File: config.mk
export PLATFORM = sky130hd
export DESIGN_NAME = xcl_top
export DESIGN_NICKNAME = d
export VERILOG_FILES = /design/src/xcl_pkg.sv /design/src/xcl_phase_sel.sv /design/src/xcl_top.sv
export VERILOG_INCLUDE_DIRS = /design/src
export SDC_FILE = /design/constraint.sdc
export NUM_CORES = 1
export LEC_CHECK = 0
export BUFFER_PORTS_ARGS = -buffer_cell sky130_fd_sc_hd__buf_2
export CORE_MARGIN = 3
export CORE_UTILIZATION = 51
export DETAILED_ROUTE_END_ITERATION = 12
export PLACE_DENSITY = 0.77
export REMOVE_ABC_BUFFERS = 1
export SYNTH_ARGS = -nofsm -noshare
export SYNTH_HDL_FRONTEND = slang
export SYNTH_HIERARCHICAL = 1
export SYNTH_SLANG_ARGS = --single-unit
File: constraint.sdc
create_clock -name mclk -period 2.8 [get_ports mclk]
set_input_delay 0.28 -clock mclk [delete_from_list [all_inputs] [get_ports mclk]]
set_output_delay 0.28 -clock mclk [all_outputs]
set_load 0.02 [all_outputs]
File: src/xcl_consts.svh
// Offsets, field positions, reset values and timing counts of the X.21 clocking block
`ifndef XCL_CONSTS_SVH
`define XCL_CONSTS_SVH
// -----------------------------------------------------------------
// Register offsets
// -----------------------------------------------------------------
`define XCL_OFS_CTRL   8'h00
`define XCL_OFS_STAT   8'h04
`define XCL_OFS_CLR    8'h08
`define XCL_OFS_EN     8'h0c
`define XCL_OFS_STATE  8'h10
// -----------------------------------------------------------------
// Control fields
// -----------------------------------------------------------------
`define XCL_CTRL_W     9
`define XCL_B_DTE      0
`define XCL_B_RS422    1
`define XCL_TXC_LSB    2
`define XCL_RXC_LSB    4
`define XCL_B_RTS      6
`define XCL_B_ALM_SV   7
`define XCL_B_ALM_DTR  8
`define XCL_CTRL_RST   9'h000
// -----------------------------------------------------------------
// Event bits
// -----------------------------------------------------------------
`define XCL_EV_W       3
`define XCL_EV_MARG    0
`define XCL_EV_SV      1
`define XCL_EV_DTR     2
`define XCL_EV_RST     3'h0
// -----------------------------------------------------------------
// Pin indices
// -----------------------------------------------------------------
`define XCL_NPIN       6
`define XCL_PIN_SAT    0
`define XCL_PIN_STN    1
`define XCL_PIN_TERM   2
`define XCL_PIN_TXD    3
`define XCL_PIN_SV     4
`define XCL_PIN_DTR    5
// -----------------------------------------------------------------
// Timing
// -----------------------------------------------------------------
`define XCL_CLK_NS       25
`define XCL_INT_HALF_NS  500
`define XCL_INT_HALF_CYC ((`XCL_INT_HALF_NS + `XCL_CLK_NS - 1) / `XCL_CLK_NS)
`define XCL_ERR_LIMIT    4
`endif

File: src/xcl_pkg.sv
// Types of the X.21 clocking block
package xcl_pkg;
  typedef enum logic [1:0] {XCL_TXC_INT, XCL_TXC_RX, XCL_TXC_TXIN, XCL_TXC_RSV} xcl_txc_t;
  typedef enum logic [1:0] {XCL_RXC_SAT, XCL_RXC_INT, XCL_RXC_STN, XCL_RXC_TXIN} xcl_rxc_t;
  typedef enum logic {XCL_PH_RISE, XCL_PH_FALL} xcl_phase_t;
endpackage

File: src/xcl_phase_sel.sv
// Automatic sampling-phase selector for incoming serial data
`timescale 1ns/100ps
`default_nettype none
`include "xcl_consts.svh"
module xcl_phase_sel #(
  parameter int unsigned ERR_LIMIT = `XCL_ERR_LIMIT
) (
  input  wire logic              mclk,
  input  wire logic              rst_n,
  input  wire logic              enable,
  input  wire logic              data,
  input  wire logic              rise_stb,
  input  wire logic              fall_stb,
  output var  logic              bit_out,
  output var  logic              bit_stb,
  output var  xcl_pkg::xcl_phase_t phase,
  output var  logic              marginal
);
  import xcl_pkg::*;

  localparam logic [3:0] LIM_M1 = 4'(ERR_LIMIT - 1);

  logic       data_d;
  logic [3:0] cnt;
  logic       strobe;
  logic       unstable;
  logic       next_data_d;
  logic [3:0] next_cnt;
  xcl_phase_t next_phase;
  logic       next_bit;
  logic       next_stb;
  logic       next_marg;

  // -----------------------------------------------------------------
  // Phase decision
  // -----------------------------------------------------------------
  // A sample is unstable when the data moved in the cycle of the edge
  always_comb begin
    strobe      = enable && ((phase == XCL_PH_RISE) ? rise_stb : fall_stb);
    unstable    = data != data_d;
    next_data_d = data;
    next_cnt    = cnt;
    next_phase  = phase;
    next_bit    = bit_out;
    next_stb    = 1'b0;
    next_marg   = 1'b0;
    if (!enable) begin
      next_cnt = 4'h0;
    end else if (strobe) begin
      next_bit = data_d;
      next_stb = 1'b1;
      if (!unstable) begin
        next_cnt = 4'h0;
      end else if (cnt == LIM_M1) begin
        next_cnt   = 4'h0;
        next_phase = (phase == XCL_PH_RISE) ? XCL_PH_FALL : XCL_PH_RISE;
        next_marg  = 1'b1;
      end else begin
        next_cnt = cnt + 4'h1;
      end
    end
  end

  always_ff @(posedge mclk or negedge rst_n) begin
    if (!rst_n) begin
      data_d   <= 1'b0;
      cnt      <= 4'h0;
      phase    <= XCL_PH_RISE;
      bit_out  <= 1'b0;
      bit_stb  <= 1'b0;
      marginal <= 1'b0;
    end else begin
      data_d   <= next_data_d;
      cnt      <= next_cnt;
      phase    <= next_phase;
      bit_out  <= next_bit;
      bit_stb  <= next_stb;
      marginal <= next_marg;
    end
  end
endmodule // xcl_phase_sel
`default_nettype wire

File: src/xcl_top.sv
// X.21 DCE/DTE terrestrial clock selection, data sampling and carrier control
// Operation
// - DCE drives one clock out: satellite, internal oscillator or station clock.
// - DCE never uses external tx clock; tx data sampled on the outgoing clock.
// - DTE takes the only clock from terrestrial side for both directions.
// - Sampling phase chosen automatically; every switch raises a marginal warning.
// - DCE measures tx data phase against the clock it sends out.
// - DTE measures tx data phase against the terrestrial clock received.
// - With RTS control, transmit carrier follows the incoming signal-valid line.
// - Optional alarms when signal-valid or terminal-ready go inactive.
// - X.21 runs only in RS422 mode with matching tx and rx clocking.
`timescale 1ns/100ps
`default_nettype none
`include "xcl_consts.svh"
module xcl_top #(
  parameter int unsigned INT_HALF  = `XCL_INT_HALF_CYC,
  parameter int unsigned ERR_LIMIT = `XCL_ERR_LIMIT
) (
  input  wire logic        mclk,
  input  wire logic        rst_n,
  input  wire logic        psel,
  input  wire logic        penable,
  input  wire logic        pwrite,
  input  wire logic [7:0]  paddr,
  input  wire logic [31:0] pwdata,
  output var  logic [31:0] prdata,
  output var  logic        pready,
  output var  logic        pslverr,
  input  wire logic        sat_clk_in,
  input  wire logic        stn_clk_in,
  input  wire logic        term_clk_in,
  input  wire logic        tx_data_in,
  input  wire logic        sig_valid_in,
  input  wire logic        dte_ready_in,
  input  wire logic        rx_bit,
  output var  logic        rx_bit_take,
  output var  logic        clk_out,
  output var  logic        clk_out_oe,
  output var  logic        rx_data_out,
  output var  logic        rx_data_oe,
  output var  logic        carrier_on,
  output var  logic        tx_bit,
  output var  logic        tx_bit_stb,
  output var  logic        irq
);
  import xcl_pkg::*;

  localparam logic [15:0] HALF_M1 = 16'(INT_HALF - 1);

  function automatic logic hit(input logic [7:0] a, input logic [7:0] o);
    return a == o;
  endfunction

  // -----------------------------------------------------------------
  // Pin synchronisers
  // -----------------------------------------------------------------
  logic [`XCL_NPIN-1:0] pin_raw;
  logic [`XCL_NPIN-1:0] pin_m;
  logic [`XCL_NPIN-1:0] pin_s;
  logic [`XCL_NPIN-1:0] pin_d;

  assign pin_raw = {dte_ready_in, sig_valid_in, tx_data_in, term_clk_in, stn_clk_in, sat_clk_in};

  genvar gi;
  generate
    for (gi = 0; gi < `XCL_NPIN; gi++) begin : g_sync
      always_ff @(posedge mclk or negedge rst_n) begin
        if (!rst_n) begin
          pin_m[gi] <= 1'b0;
          pin_s[gi] <= 1'b0;
          pin_d[gi] <= 1'b0;
        end else begin
          pin_m[gi] <= pin_raw[gi];
          pin_s[gi] <= pin_m[gi];
          pin_d[gi] <= pin_s[gi];
        end
      end
    end
  endgenerate

  // -----------------------------------------------------------------
  // Register file
  // -----------------------------------------------------------------
  logic [`XCL_CTRL_W-1:0] ctrl;
  logic [`XCL_EV_W-1:0]   stat;
  logic [`XCL_EV_W-1:0]   en;
  logic [`XCL_CTRL_W-1:0] next_ctrl;
  logic [`XCL_EV_W-1:0]   next_stat;
  logic [`XCL_EV_W-1:0]   next_en;
  logic [31:0]            next_prdata;
  logic                   next_pready;
  logic                   next_pslverr;
  logic                   next_irq;
  logic                   acc;
  logic                   mapped;
  logic [`XCL_EV_W-1:0]   ev;
  logic [`XCL_EV_W-1:0]   clr;
  logic [5:0]             live;

  xcl_txc_t txc_m;
  xcl_rxc_t rxc_m;
  logic     dte_m;
  logic     rts_m;
  logic     x21_ok;

  always_comb begin
    dte_m = ctrl[`XCL_B_DTE];
    rts_m = ctrl[`XCL_B_RTS];
    txc_m = xcl_txc_t'(ctrl[`XCL_TXC_LSB +: 2]);
    rxc_m = xcl_rxc_t'(ctrl[`XCL_RXC_LSB +: 2]);
    // External tx clock is never a source in DCE
    if (!ctrl[`XCL_B_RS422]) begin
      x21_ok = 1'b0;
    end else if (dte_m) begin
      x21_ok = (txc_m == XCL_TXC_TXIN) && (rxc_m == XCL_RXC_TXIN);
    end else begin
      x21_ok = (txc_m == XCL_TXC_RX) && (rxc_m != XCL_RXC_TXIN);
    end
  end

  logic ph_marg;
  logic sv_fall;
  logic dtr_fall;
  xcl_phase_t phase;

  // Inactive is the low level on both lines
  assign sv_fall  = pin_d[`XCL_PIN_SV] & ~pin_s[`XCL_PIN_SV] & ctrl[`XCL_B_ALM_SV];
  assign dtr_fall = pin_d[`XCL_PIN_DTR] & ~pin_s[`XCL_PIN_DTR] & ctrl[`XCL_B_ALM_DTR];

  always_comb begin
    acc    = psel && penable && pready;
    mapped = hit(paddr, `XCL_OFS_CTRL) || hit(paddr, `XCL_OFS_STAT) || hit(paddr, `XCL_OFS_CLR)
          || hit(paddr, `XCL_OFS_EN) || hit(paddr, `XCL_OFS_STATE);
    ev = '0;
    ev[`XCL_EV_MARG] = ph_marg;
    ev[`XCL_EV_SV]   = sv_fall && x21_ok;
    ev[`XCL_EV_DTR]  = dtr_fall && x21_ok;
    clr = (acc && pwrite && hit(paddr, `XCL_OFS_CLR)) ? pwdata[`XCL_EV_W-1:0] : '0;
    live = {~dte_m, pin_s[`XCL_PIN_DTR], pin_s[`XCL_PIN_SV], carrier_on, phase == XCL_PH_FALL, x21_ok};
    next_ctrl = ctrl;
    next_en   = en;
    if (acc && pwrite && hit(paddr, `XCL_OFS_CTRL)) begin
      next_ctrl = pwdata[`XCL_CTRL_W-1:0];
    end
    if (acc && pwrite && hit(paddr, `XCL_OFS_EN)) begin
      next_en = pwdata[`XCL_EV_W-1:0];
    end
    // A new event beats a clear in the same cycle
    next_stat    = (stat & ~clr) | ev;
    next_irq     = |(next_stat & next_en);
    next_pready  = psel && penable && !pready;
    next_pslverr = next_pready && !mapped;
    next_prdata  = 32'h0000_0000;
    if (next_pready && !pwrite) begin
      if (hit(paddr, `XCL_OFS_CTRL)) begin
        next_prdata = {{(32-`XCL_CTRL_W){1'b0}}, ctrl};
      end else if (hit(paddr, `XCL_OFS_STAT)) begin
        next_prdata = {{(32-`XCL_EV_W){1'b0}}, stat};
      end else if (hit(paddr, `XCL_OFS_EN)) begin
        next_prdata = {{(32-`XCL_EV_W){1'b0}}, en};
      end else if (hit(paddr, `XCL_OFS_STATE)) begin
        next_prdata = {26'h0, live};
      end
    end
  end

  always_ff @(posedge mclk or negedge rst_n) begin
    if (!rst_n) begin
      ctrl    <= `XCL_CTRL_RST;
      stat    <= `XCL_EV_RST;
      en      <= `XCL_EV_RST;
      irq     <= 1'b0;
      pready  <= 1'b0;
      pslverr <= 1'b0;
      prdata  <= 32'h0000_0000;
    end else begin
      ctrl    <= next_ctrl;
      stat    <= next_stat;
      en      <= next_en;
      irq     <= next_irq;
      pready  <= next_pready;
      pslverr <= next_pslverr;
      prdata  <= next_prdata;
    end
  end

  // -----------------------------------------------------------------
  // Internal oscillator divider
  // -----------------------------------------------------------------
  logic [15:0] div_cnt;
  logic        int_clk;
  logic [15:0] next_div_cnt;
  logic        next_int_clk;

  always_comb begin
    next_div_cnt = div_cnt + 16'h0001;
    next_int_clk = int_clk;
    if (div_cnt == HALF_M1) begin
      next_div_cnt = 16'h0000;
      next_int_clk = ~int_clk;
    end
  end

  always_ff @(posedge mclk or negedge rst_n) begin
    if (!rst_n) begin
      div_cnt <= 16'h0000;
      int_clk <= 1'b0;
    end else begin
      div_cnt <= next_div_cnt;
      int_clk <= next_int_clk;
    end
  end

  // -----------------------------------------------------------------
  // Reference clock and link timing
  // -----------------------------------------------------------------
  logic ref_lvl;
  logic ref_d;
  logic ref_rise;
  logic ref_fall;
  logic next_clk_out;
  logic next_clk_oe;
  logic next_rxd;
  logic next_rxd_oe;
  logic next_take;
  logic next_carrier;

  // In DCE the reference is the clock that leaves the port one mclk later, so tx data phase is
  // judged against what the far end sees, apart from that register stage and pad delay
  always_comb begin
    if (dte_m) begin
      ref_lvl = pin_s[`XCL_PIN_TERM];
    end else begin
      case (rxc_m)
        XCL_RXC_SAT: ref_lvl = pin_s[`XCL_PIN_SAT];
        XCL_RXC_INT: ref_lvl = int_clk;
        XCL_RXC_STN: ref_lvl = pin_s[`XCL_PIN_STN];
        default:     ref_lvl = 1'b0;
      endcase
    end
    if (!x21_ok) begin
      ref_lvl = 1'b0;
    end
    ref_rise     = ref_lvl & ~ref_d;
    ref_fall     = ~ref_lvl & ref_d;
    next_clk_oe  = x21_ok && !dte_m;
    next_clk_out = next_clk_oe && ref_lvl;
    next_rxd_oe  = x21_ok;
    next_rxd     = rx_data_out;
    next_take    = 1'b0;
    // Rx data launched on the falling edge, half a period before sampling
    if (x21_ok && ref_fall) begin
      next_rxd  = rx_bit;
      next_take = 1'b1;
    end
    if (!x21_ok) begin
      next_rxd = 1'b0;
    end
    next_carrier = x21_ok && (!rts_m || pin_s[`XCL_PIN_SV]);
  end

  always_ff @(posedge mclk or negedge rst_n) begin
    if (!rst_n) begin
      ref_d       <= 1'b0;
      clk_out     <= 1'b0;
      clk_out_oe  <= 1'b0;
      rx_data_out <= 1'b0;
      rx_data_oe  <= 1'b0;
      rx_bit_take <= 1'b0;
      carrier_on  <= 1'b0;
    end else begin
      ref_d       <= ref_lvl;
      clk_out     <= next_clk_out;
      clk_out_oe  <= next_clk_oe;
      rx_data_out <= next_rxd;
      rx_data_oe  <= next_rxd_oe;
      rx_bit_take <= next_take;
      carrier_on  <= next_carrier;
    end
  end

  // -----------------------------------------------------------------
  // Tx data sampling
  // -----------------------------------------------------------------
  xcl_phase_sel #(
    .ERR_LIMIT (ERR_LIMIT)
  ) u_phase (
    .mclk     (mclk),
    .rst_n    (rst_n),
    .enable   (x21_ok),
    .data     (pin_s[`XCL_PIN_TXD]),
    .rise_stb (ref_rise),
    .fall_stb (ref_fall),
    .bit_out  (tx_bit),
    .bit_stb  (tx_bit_stb),
    .phase    (phase),
    .marginal (ph_marg)
  );
endmodule // xcl_top
`default_nettype wire

Yosys cells after proc, flatten, opt, wreduce, memory -nomap -nowiden
Index checks and enable logic that the tools add are counted.
{"block": "totals", "regBits": 97, "inputBits": 52, "out_inout_bits": 43}
{"block": "op_classes", "n_bitwise": 16, "n_reduce_logical": 33, "addsub": 2, "n_eq_ne": 15, "muxes": 28}
{"cell": "logical AND 1 bit", "count": 18}
{"cell": "2-to-1 mux 6 bit", "count": 3}
{"cell": "2-to-1 mux 9 bit", "count": 2}
{"cell": "adder 16 x 1 -> 16 bit, second input constant", "count": 1}
{"cell": "equality test 16 x 5 -> 1 bit, second input constant", "count": 1}
{"cell": "equality test 8 x 4 -> 1 bit, second input constant", "count": 2}
{"cell": "2-to-1 mux 16 bit", "count": 1}
{"cell": "2-to-1 mux 4 bit", "count": 4}
{"cell": "2-to-1 mux 1 bit", "count": 15}
{"cell": "equality test 8 x 3 -> 1 bit, second input constant", "count": 1}
{"cell": "equality test 8 x 5 -> 1 bit, second input constant", "count": 1}
{"cell": "zero test 8 bit", "count": 1}
{"cell": "bitwise AND 1 bit", "count": 6}
{"cell": "bitwise AND 3 bit", "count": 2}
{"cell": "equality test 2 bit, second input constant", "count": 3}
{"cell": "2-to-1 mux 3 bit", "count": 2}
{"cell": "NOT 1 bit", "count": 6}
{"cell": "zero test 1 bit", "count": 5}
{"cell": "logical OR 1 bit", "count": 5}
{"cell": "adder 4 x 1 -> 4 bit, second input constant", "count": 1}
{"cell": "equality test 2 x 1 -> 1 bit, second input constant", "count": 2}
{"cell": "equality test 4 x 2 -> 1 bit, second input constant", "count": 1}
{"cell": "inequality test 2 x 1 -> 1 bit, second input constant", "count": 2}
{"cell": "AND reduction 4 bit", "count": 1}
{"cell": "other kinds (8)", "count": 8}

Logic depth before layout (Yosys ltp)
{"block": "logic_depth", "word_depth": 11, "mapped_depth": 8, "ltp_nobuf": 8}

By module
Netlist, hierarchy kept.
{"module": "xcl_top", "cells_per_inst": 234, "area_each_um2": 2813.9, "n_inst": 1, "seq_area_each_um2": 1626.6}
{"module": "xcl_phase_sel", "cells_per_inst": 37, "area_each_um2": 415.4, "n_inst": 1, "seq_area_each_um2": 225.2}

Worst setup path before layout
No wires, ideal clock.
{"block": "synth_timing", "path_type": "flip-flop to flip-flop", "start": "register ctrl[4]", "end": "register u_phase.cnt[0]", "arrival_ps": 2138, "setup_slack_ps": 585, "path_stages_with_launch": 9, "period_less_slack_ps": 2215, "t_required_ps": 2722, "setup_ps": 78, "cell_sequence": "dfrtp_1 -> and2_1 -> mux2i_1 -> inv_1 -> nand3_1 -> and2_1 -> mux2i_1 -> or4_1 -> a21boi_1"}
{"block": "synth_via", "elab_chain_len": 10}
{"element": "start: declaration", "line_no": "xcl_top.sv:84", "rtl": "logic [`XCL_CTRL_W-1:0] ctrl;"}
{"element": "start signal: assignment", "line_no": "xcl_top.sv:169", "rtl": "ctrl <= `XCL_CTRL_RST;"}
{"element": "start signal: assignment", "line_no": "xcl_top.sv:177", "rtl": "ctrl <= next_ctrl;"}
{"element": "inequality test 2 bit or equality test 2 bit (tied branches)", "line_no": "xcl_top.sv:117, xcl_top.sv:115"}
{"element": "logical AND 1 bit (on tied branches)", "line_no": "xcl_top.sv:117, xcl_top.sv:115"}
{"element": "2-to-1 mux 1 bit *", "line_no": "xcl_top.sv:114", "rtl": "end else if (dte_m) begin"}
{"element": "2-to-1 mux 1 bit *", "line_no": "xcl_top.sv:112", "rtl": "if (!ctrl[`XCL_B_RS422]) begin"}
{"element": "via live[0]", "line_no": "xcl_top.sv:98", "rtl": "logic [5:0] live;"}
{"element": "2-to-1 mux 1 bit *", "line_no": "xcl_top.sv:241", "rtl": "if (!x21_ok) begin"}
{"element": "NOT 1 bit *", "line_no": "xcl_top.sv:245", "rtl": "ref_fall = ~ref_lvl & ref_d;"}
{"element": "bitwise AND 1 bit *", "line_no": "xcl_top.sv:245"}
{"element": "via ref_fall", "line_no": "xcl_top.sv:220", "rtl": "logic ref_fall;"}
{"element": "2-to-1 mux 1 bit *", "line_no": "xcl_phase_sel.sv:39", "rtl": "strobe = enable && ((phase == XCL_PH_RISE) ? rise_stb : fall_stb);"}
{"element": "logical AND 1 bit *", "line_no": "xcl_phase_sel.sv:39"}
{"element": "inequality test 2 x 1 -> 1 bit (no source line) *"}
{"element": "end signal: assignment", "line_no": "xcl_phase_sel.sv:74", "rtl": "cnt <= next_cnt;"}
{"element": "end: declaration", "line_no": "xcl_phase_sel.sv:24", "rtl": "logic [3:0] cnt;"}
The timed path passes the listed nets; every way through them passes the cells marked *.
A chain may end at the register's enable or synchronous reset.

Worst setup path in the final report
{"block": "layout_timing", "start": "register ctrl[0]", "end": "register u_phase.cnt[0]"}
{"element": "2-to-1 mux 1 bit", "line_no": "xcl_top.sv:114"}
{"element": "2-to-1 mux 1 bit", "line_no": "xcl_top.sv:112"}
{"element": "via live[0]", "line_no": "xcl_top.sv:98"}
{"element": "2-to-1 mux 1 bit", "line_no": "xcl_top.sv:241"}
{"element": "bitwise AND 1 bit", "line_no": "xcl_top.sv:244", "rtl": "ref_rise = ref_lvl & ~ref_d;"}
{"element": "via ref_rise", "line_no": "xcl_top.sv:219", "rtl": "logic ref_rise;"}
{"element": "2-to-1 mux 1 bit", "line_no": "xcl_phase_sel.sv:39"}
{"element": "logical AND 1 bit", "line_no": "xcl_phase_sel.sv:39"}
{"element": "inequality test 2 x 1 -> 1 bit (no source line)"}
The timed path passes the listed nets, and every way through them passes these cells.

==> results.json <==
{
  "cpMaxStageDelayCell": "or4_1",
  "vdd_ir_drop_max_v": 0.000340,
  "synth_area_um2": 3230,
  "detail_route.vias_per_cell": 5.03,
  "ant_nets": 0,
  "synth_edf_count": 0,
  "leakage_nw": 1.89,
  "cts.sinks": 74,
  "crit_required_ns": 3.06,
  "rows": 28,
  "rsz0062_at_grt": "no",
  "cpMostUsedCell": "mux2i_1",
  "setup-violations-final": 0,
  "layout_commonest_cell": "dfrtp_1",
  "drcViolationCount": 0,
  "cp_max_fo": 9,
  "cp-endpoint": "u_phase/cnt[0]",
  "ff2ff_setup_slack_ns": 0.44,
  "grt-ovfl-total": 0,
  "reg2reg_from": "ctrl[0]",
  "synth-main-ff-cell": "dfrtp_1",
  "max-cap-violations": 0,
  "ios": 95,
  "via_count": 2053,
  "power-per-cell-area_nw_per_um2": 551,
  "seq_area_frac_synth_pct": 57.3,
  "grt_pass1_wl_um": 9480,
  "antenna_found_initial": 0,
  "hpwl_um": 4120,
  "layout.nets": 383,
  "postCtsResizedCells": 0,
  "drt_iter0_markers": 97,
  "crit_path_end_kind": "register",
  "ctsHtreeMaxLevel": 3,
  "grt_use_total_pct": 16.8,
  "place_congestion": 0.788,
  "clockRootBuffer": "clkbuf_8",
  "critPathArrivalTime_ns": 2.63,
  "drive_gt1_share_pct": 24.3,
  "critPathLaunch": "ctrl[0]",
  "start_util_pct": 53.6,
  "setup_tns_ns": 0,
  "fin_crit_ns": 2.36,
  "regToRegEndpoint": "u_phase/cnt[0]",
  "critPathBufInv": 1,
  "rr_worst_depth": 8,
  "syn_inst": 271,
  "min_path_type": "in2async",
  "cts_tree": "yes",
  "slew_headroom_pct": 49.2,
  "antenna_cells": 0,
  "final_util_pct": 61.2,
  "fillers": 498,
  "cp.depth": 8,
  "post_cts_buffers": 0,
  "numCtsBuffers": 9,
  "cts.path.max_buffers": 2,
  "outcome": "complete, no violations",
  "drt_wl_total_um": 5650,
  "die_x_um": 85.6,
  "async_reset_ff_share_pct": 100,
  "fp.dieH_um": 85.6,
  "worst_pin_slew_ns": 0.762,
  "finalCritPeriodShare_pct": 84.4,
  "wire_per_inst_um": 13.8,
  "syn_to_final_growth_pct": 14.2,
  "avgSynthCellArea_um2": 11.9,
  "cts_hold_buffers": 0,
  "cpLargestDelayFamily": "simple AND/OR/NAND/NOR gates",
  "layout_common_cells": "dfrtp_1 (74), buf_2 (48), conb_1 (23)",
  "critPathKind": "reg2reg",
  "finalHoldViolCount": 0,
  "synth_seq_cells": 74,
  "io_buffers": 48,
  "yosysUniqueCellTypes": 50,
  "drt_first_pass_iters": 4,
  "synth_warnings": 6,
  "slowest_delay_ns": 0.56,
  "grt_pass1_vias": 2040,
  "grt_max_degree": 36,
  "die_area_um2": 7320,
  "clkTransAtPathRegs_ns": 0.07,
  "fmax_ghz": 0.423,
  "cp-start-kind": "register",
  "path_cells": "nor4bb_1 -> mux2i_1 -> inv_1 -> nand3_1 -> nor2_1 -> mux2i_1 -> or4_1 -> a21boi_1",
  "clk_latency_ns": 0.34,
  "fin_worst_skew_ns": 0.00814,
  "drv_slew": 0,
  "design.core.area_um2": 6030
}
-- state kept, by name, indices dropped and copies added (netlist names), 3 cells and up --
register     cells
stat             3
ctrl             9
pin_s            4
pin_m            6
prdata           9
en               3
div_cnt         16
u_phase/cnt      4
-- how the worst min path moves through the flow --
stage / start / end / slack [ns] / cells after the start
finish: rst_n / prdata[6] / 0.009 / 1
CTS: rst_n / prdata[6] / 0.03 / 1
global placement: pin_m[5] / live[4] / 0.33 / 0
detailed placement: pin_m[5] / live[4] / 0.34 / 0
global route: stn_clk_in / pin_m[1] / 0.03 / 1
floorplan: rst_n / carrier_on / -0.02 / 0
-- logic make-up (layout without fill, tap and decap cells) --
| kind of cell | Yosys count | count (layout) | synth area share [%] |
|---|---|---|---|
| other | 1 | 23 | 0.116 |
| adders and majority gates | 2 | 2 | 0.775 |
| buffers and inverters | 38 | 78 | 7.25 |
| xor gates and xnor gates | 18 | 18 | 4.88 |
| AOI/OAI and AO/OA | 22 | 22 | 4.69 |
| muxes | 24 | 24 | 8.06 |
| DFF | 74 | 74 | 57.3 |
| and+or+nand+nor | 92 | 92 | 16.9 |
-- per-stage QoR --
| stage | hold WS (ns) | setup WS, ns | cells | power, mW | area [um^2] |
|---|---|---|---|---|---|
| after global routing | 0.0271 | 0.208 | 408 | 2.12 | 3690 |
| after detailed placement | 0.336 | 0.429 | 393 | 1.21 | 3480 |
| final | 0.00948 | 0.438 | 408 | 2.03 | 3690 |
| after floorplan | -0.0156 | 0.585 | 266 | 1.16 | 3120 |
| after global placement | 0.332 | 0.478 | 393 | 1.21 | 3480 |
| after CTS | 0.0259 | 0.437 | 408 | 2.05 | 3690 |
-- report_power, final --
part           leakage [nW]  switching [mW]  internal, mW
clock network         0.106           0.358         0.479
logic                 0.812          0.0761        0.0293
registers             0.973         0.00627          1.08
total                  1.89           0.440          1.59
-- routing by layer --
layer / up-vias / routed length, um / part of all wire, % / GRT usage [%]
li1: 1003 / - / - / -
met1: 1007 / 2550 / 45 / 22.2
met2: 39 / 2800 / 50 / 25.8
met3: 4 / 238 / 4.2 / 4.51
met4: 0 / 49 / 0.87 / 8.20
met5: - / 0 / 0 / 0
-- synth_stat cells, types with 2 or more instances --
library cell | number | area, um^2
and3_1 | 2 | 12.5
nor4_1 | 5 | 31.3
o22ai_1 | 3 | 18.8
nand2_1 | 13 | 48.8
nand4_1 | 4 | 25.0
or4_1 | 2 | 15.0
or2_2 | 2 | 12.5
clkbuf_1 | 2 | 7.51
buf_4 | 24 | 180
o21ai_1 | 2 | 10.0
ha_1 | 2 | 25.0
nand3b_1 | 4 | 30.0
nor4bb_1 | 2 | 20.0
and4_1 | 2 | 17.5
mux2_2 | 5 | 56.3
nand2b_1 | 5 | 31.3
a21boi_0 | 2 | 15.0
or4_4 | 2 | 22.5
dfrtp_1 | 74 | 1850
inv_1 | 11 | 41.3
nor3_1 | 4 | 20.0
o21ai_0 | 3 | 15.0
nor2b_1 | 2 | 12.5
and2_1 | 10 | 62.6
a21oi_1 | 2 | 10.0
nor2_1 | 16 | 60.1
xnor2_1 | 10 | 87.6
mux2i_1 | 11 | 110
xor2_1 | 8 | 70.1
or2_1 | 2 | 12.5
mux2_1 | 7 | 78.8
nand3_1 | 10 | 50.1
-- final cells by class --
| cell class | instances | area [um^2] | share of cell area [%] |
|---|---|---|---|
| Clock inverter | 2 | 35.0 | 0.950 |
| Multi-Input combinational cell | 181 | 1230 | 33.3 |
| Timing Repair Buffer | 52 | 270 | 7.33 |
| Sequential cell | 74 | 1850 | 50.2 |
| Tap cell | 75 | 93.8 | 2.54 |
| Clock buffer | 13 | 169 | 4.58 |
| Inverter | 11 | 41.3 | 1.12 |
Power figures use the tool's default switching activity.
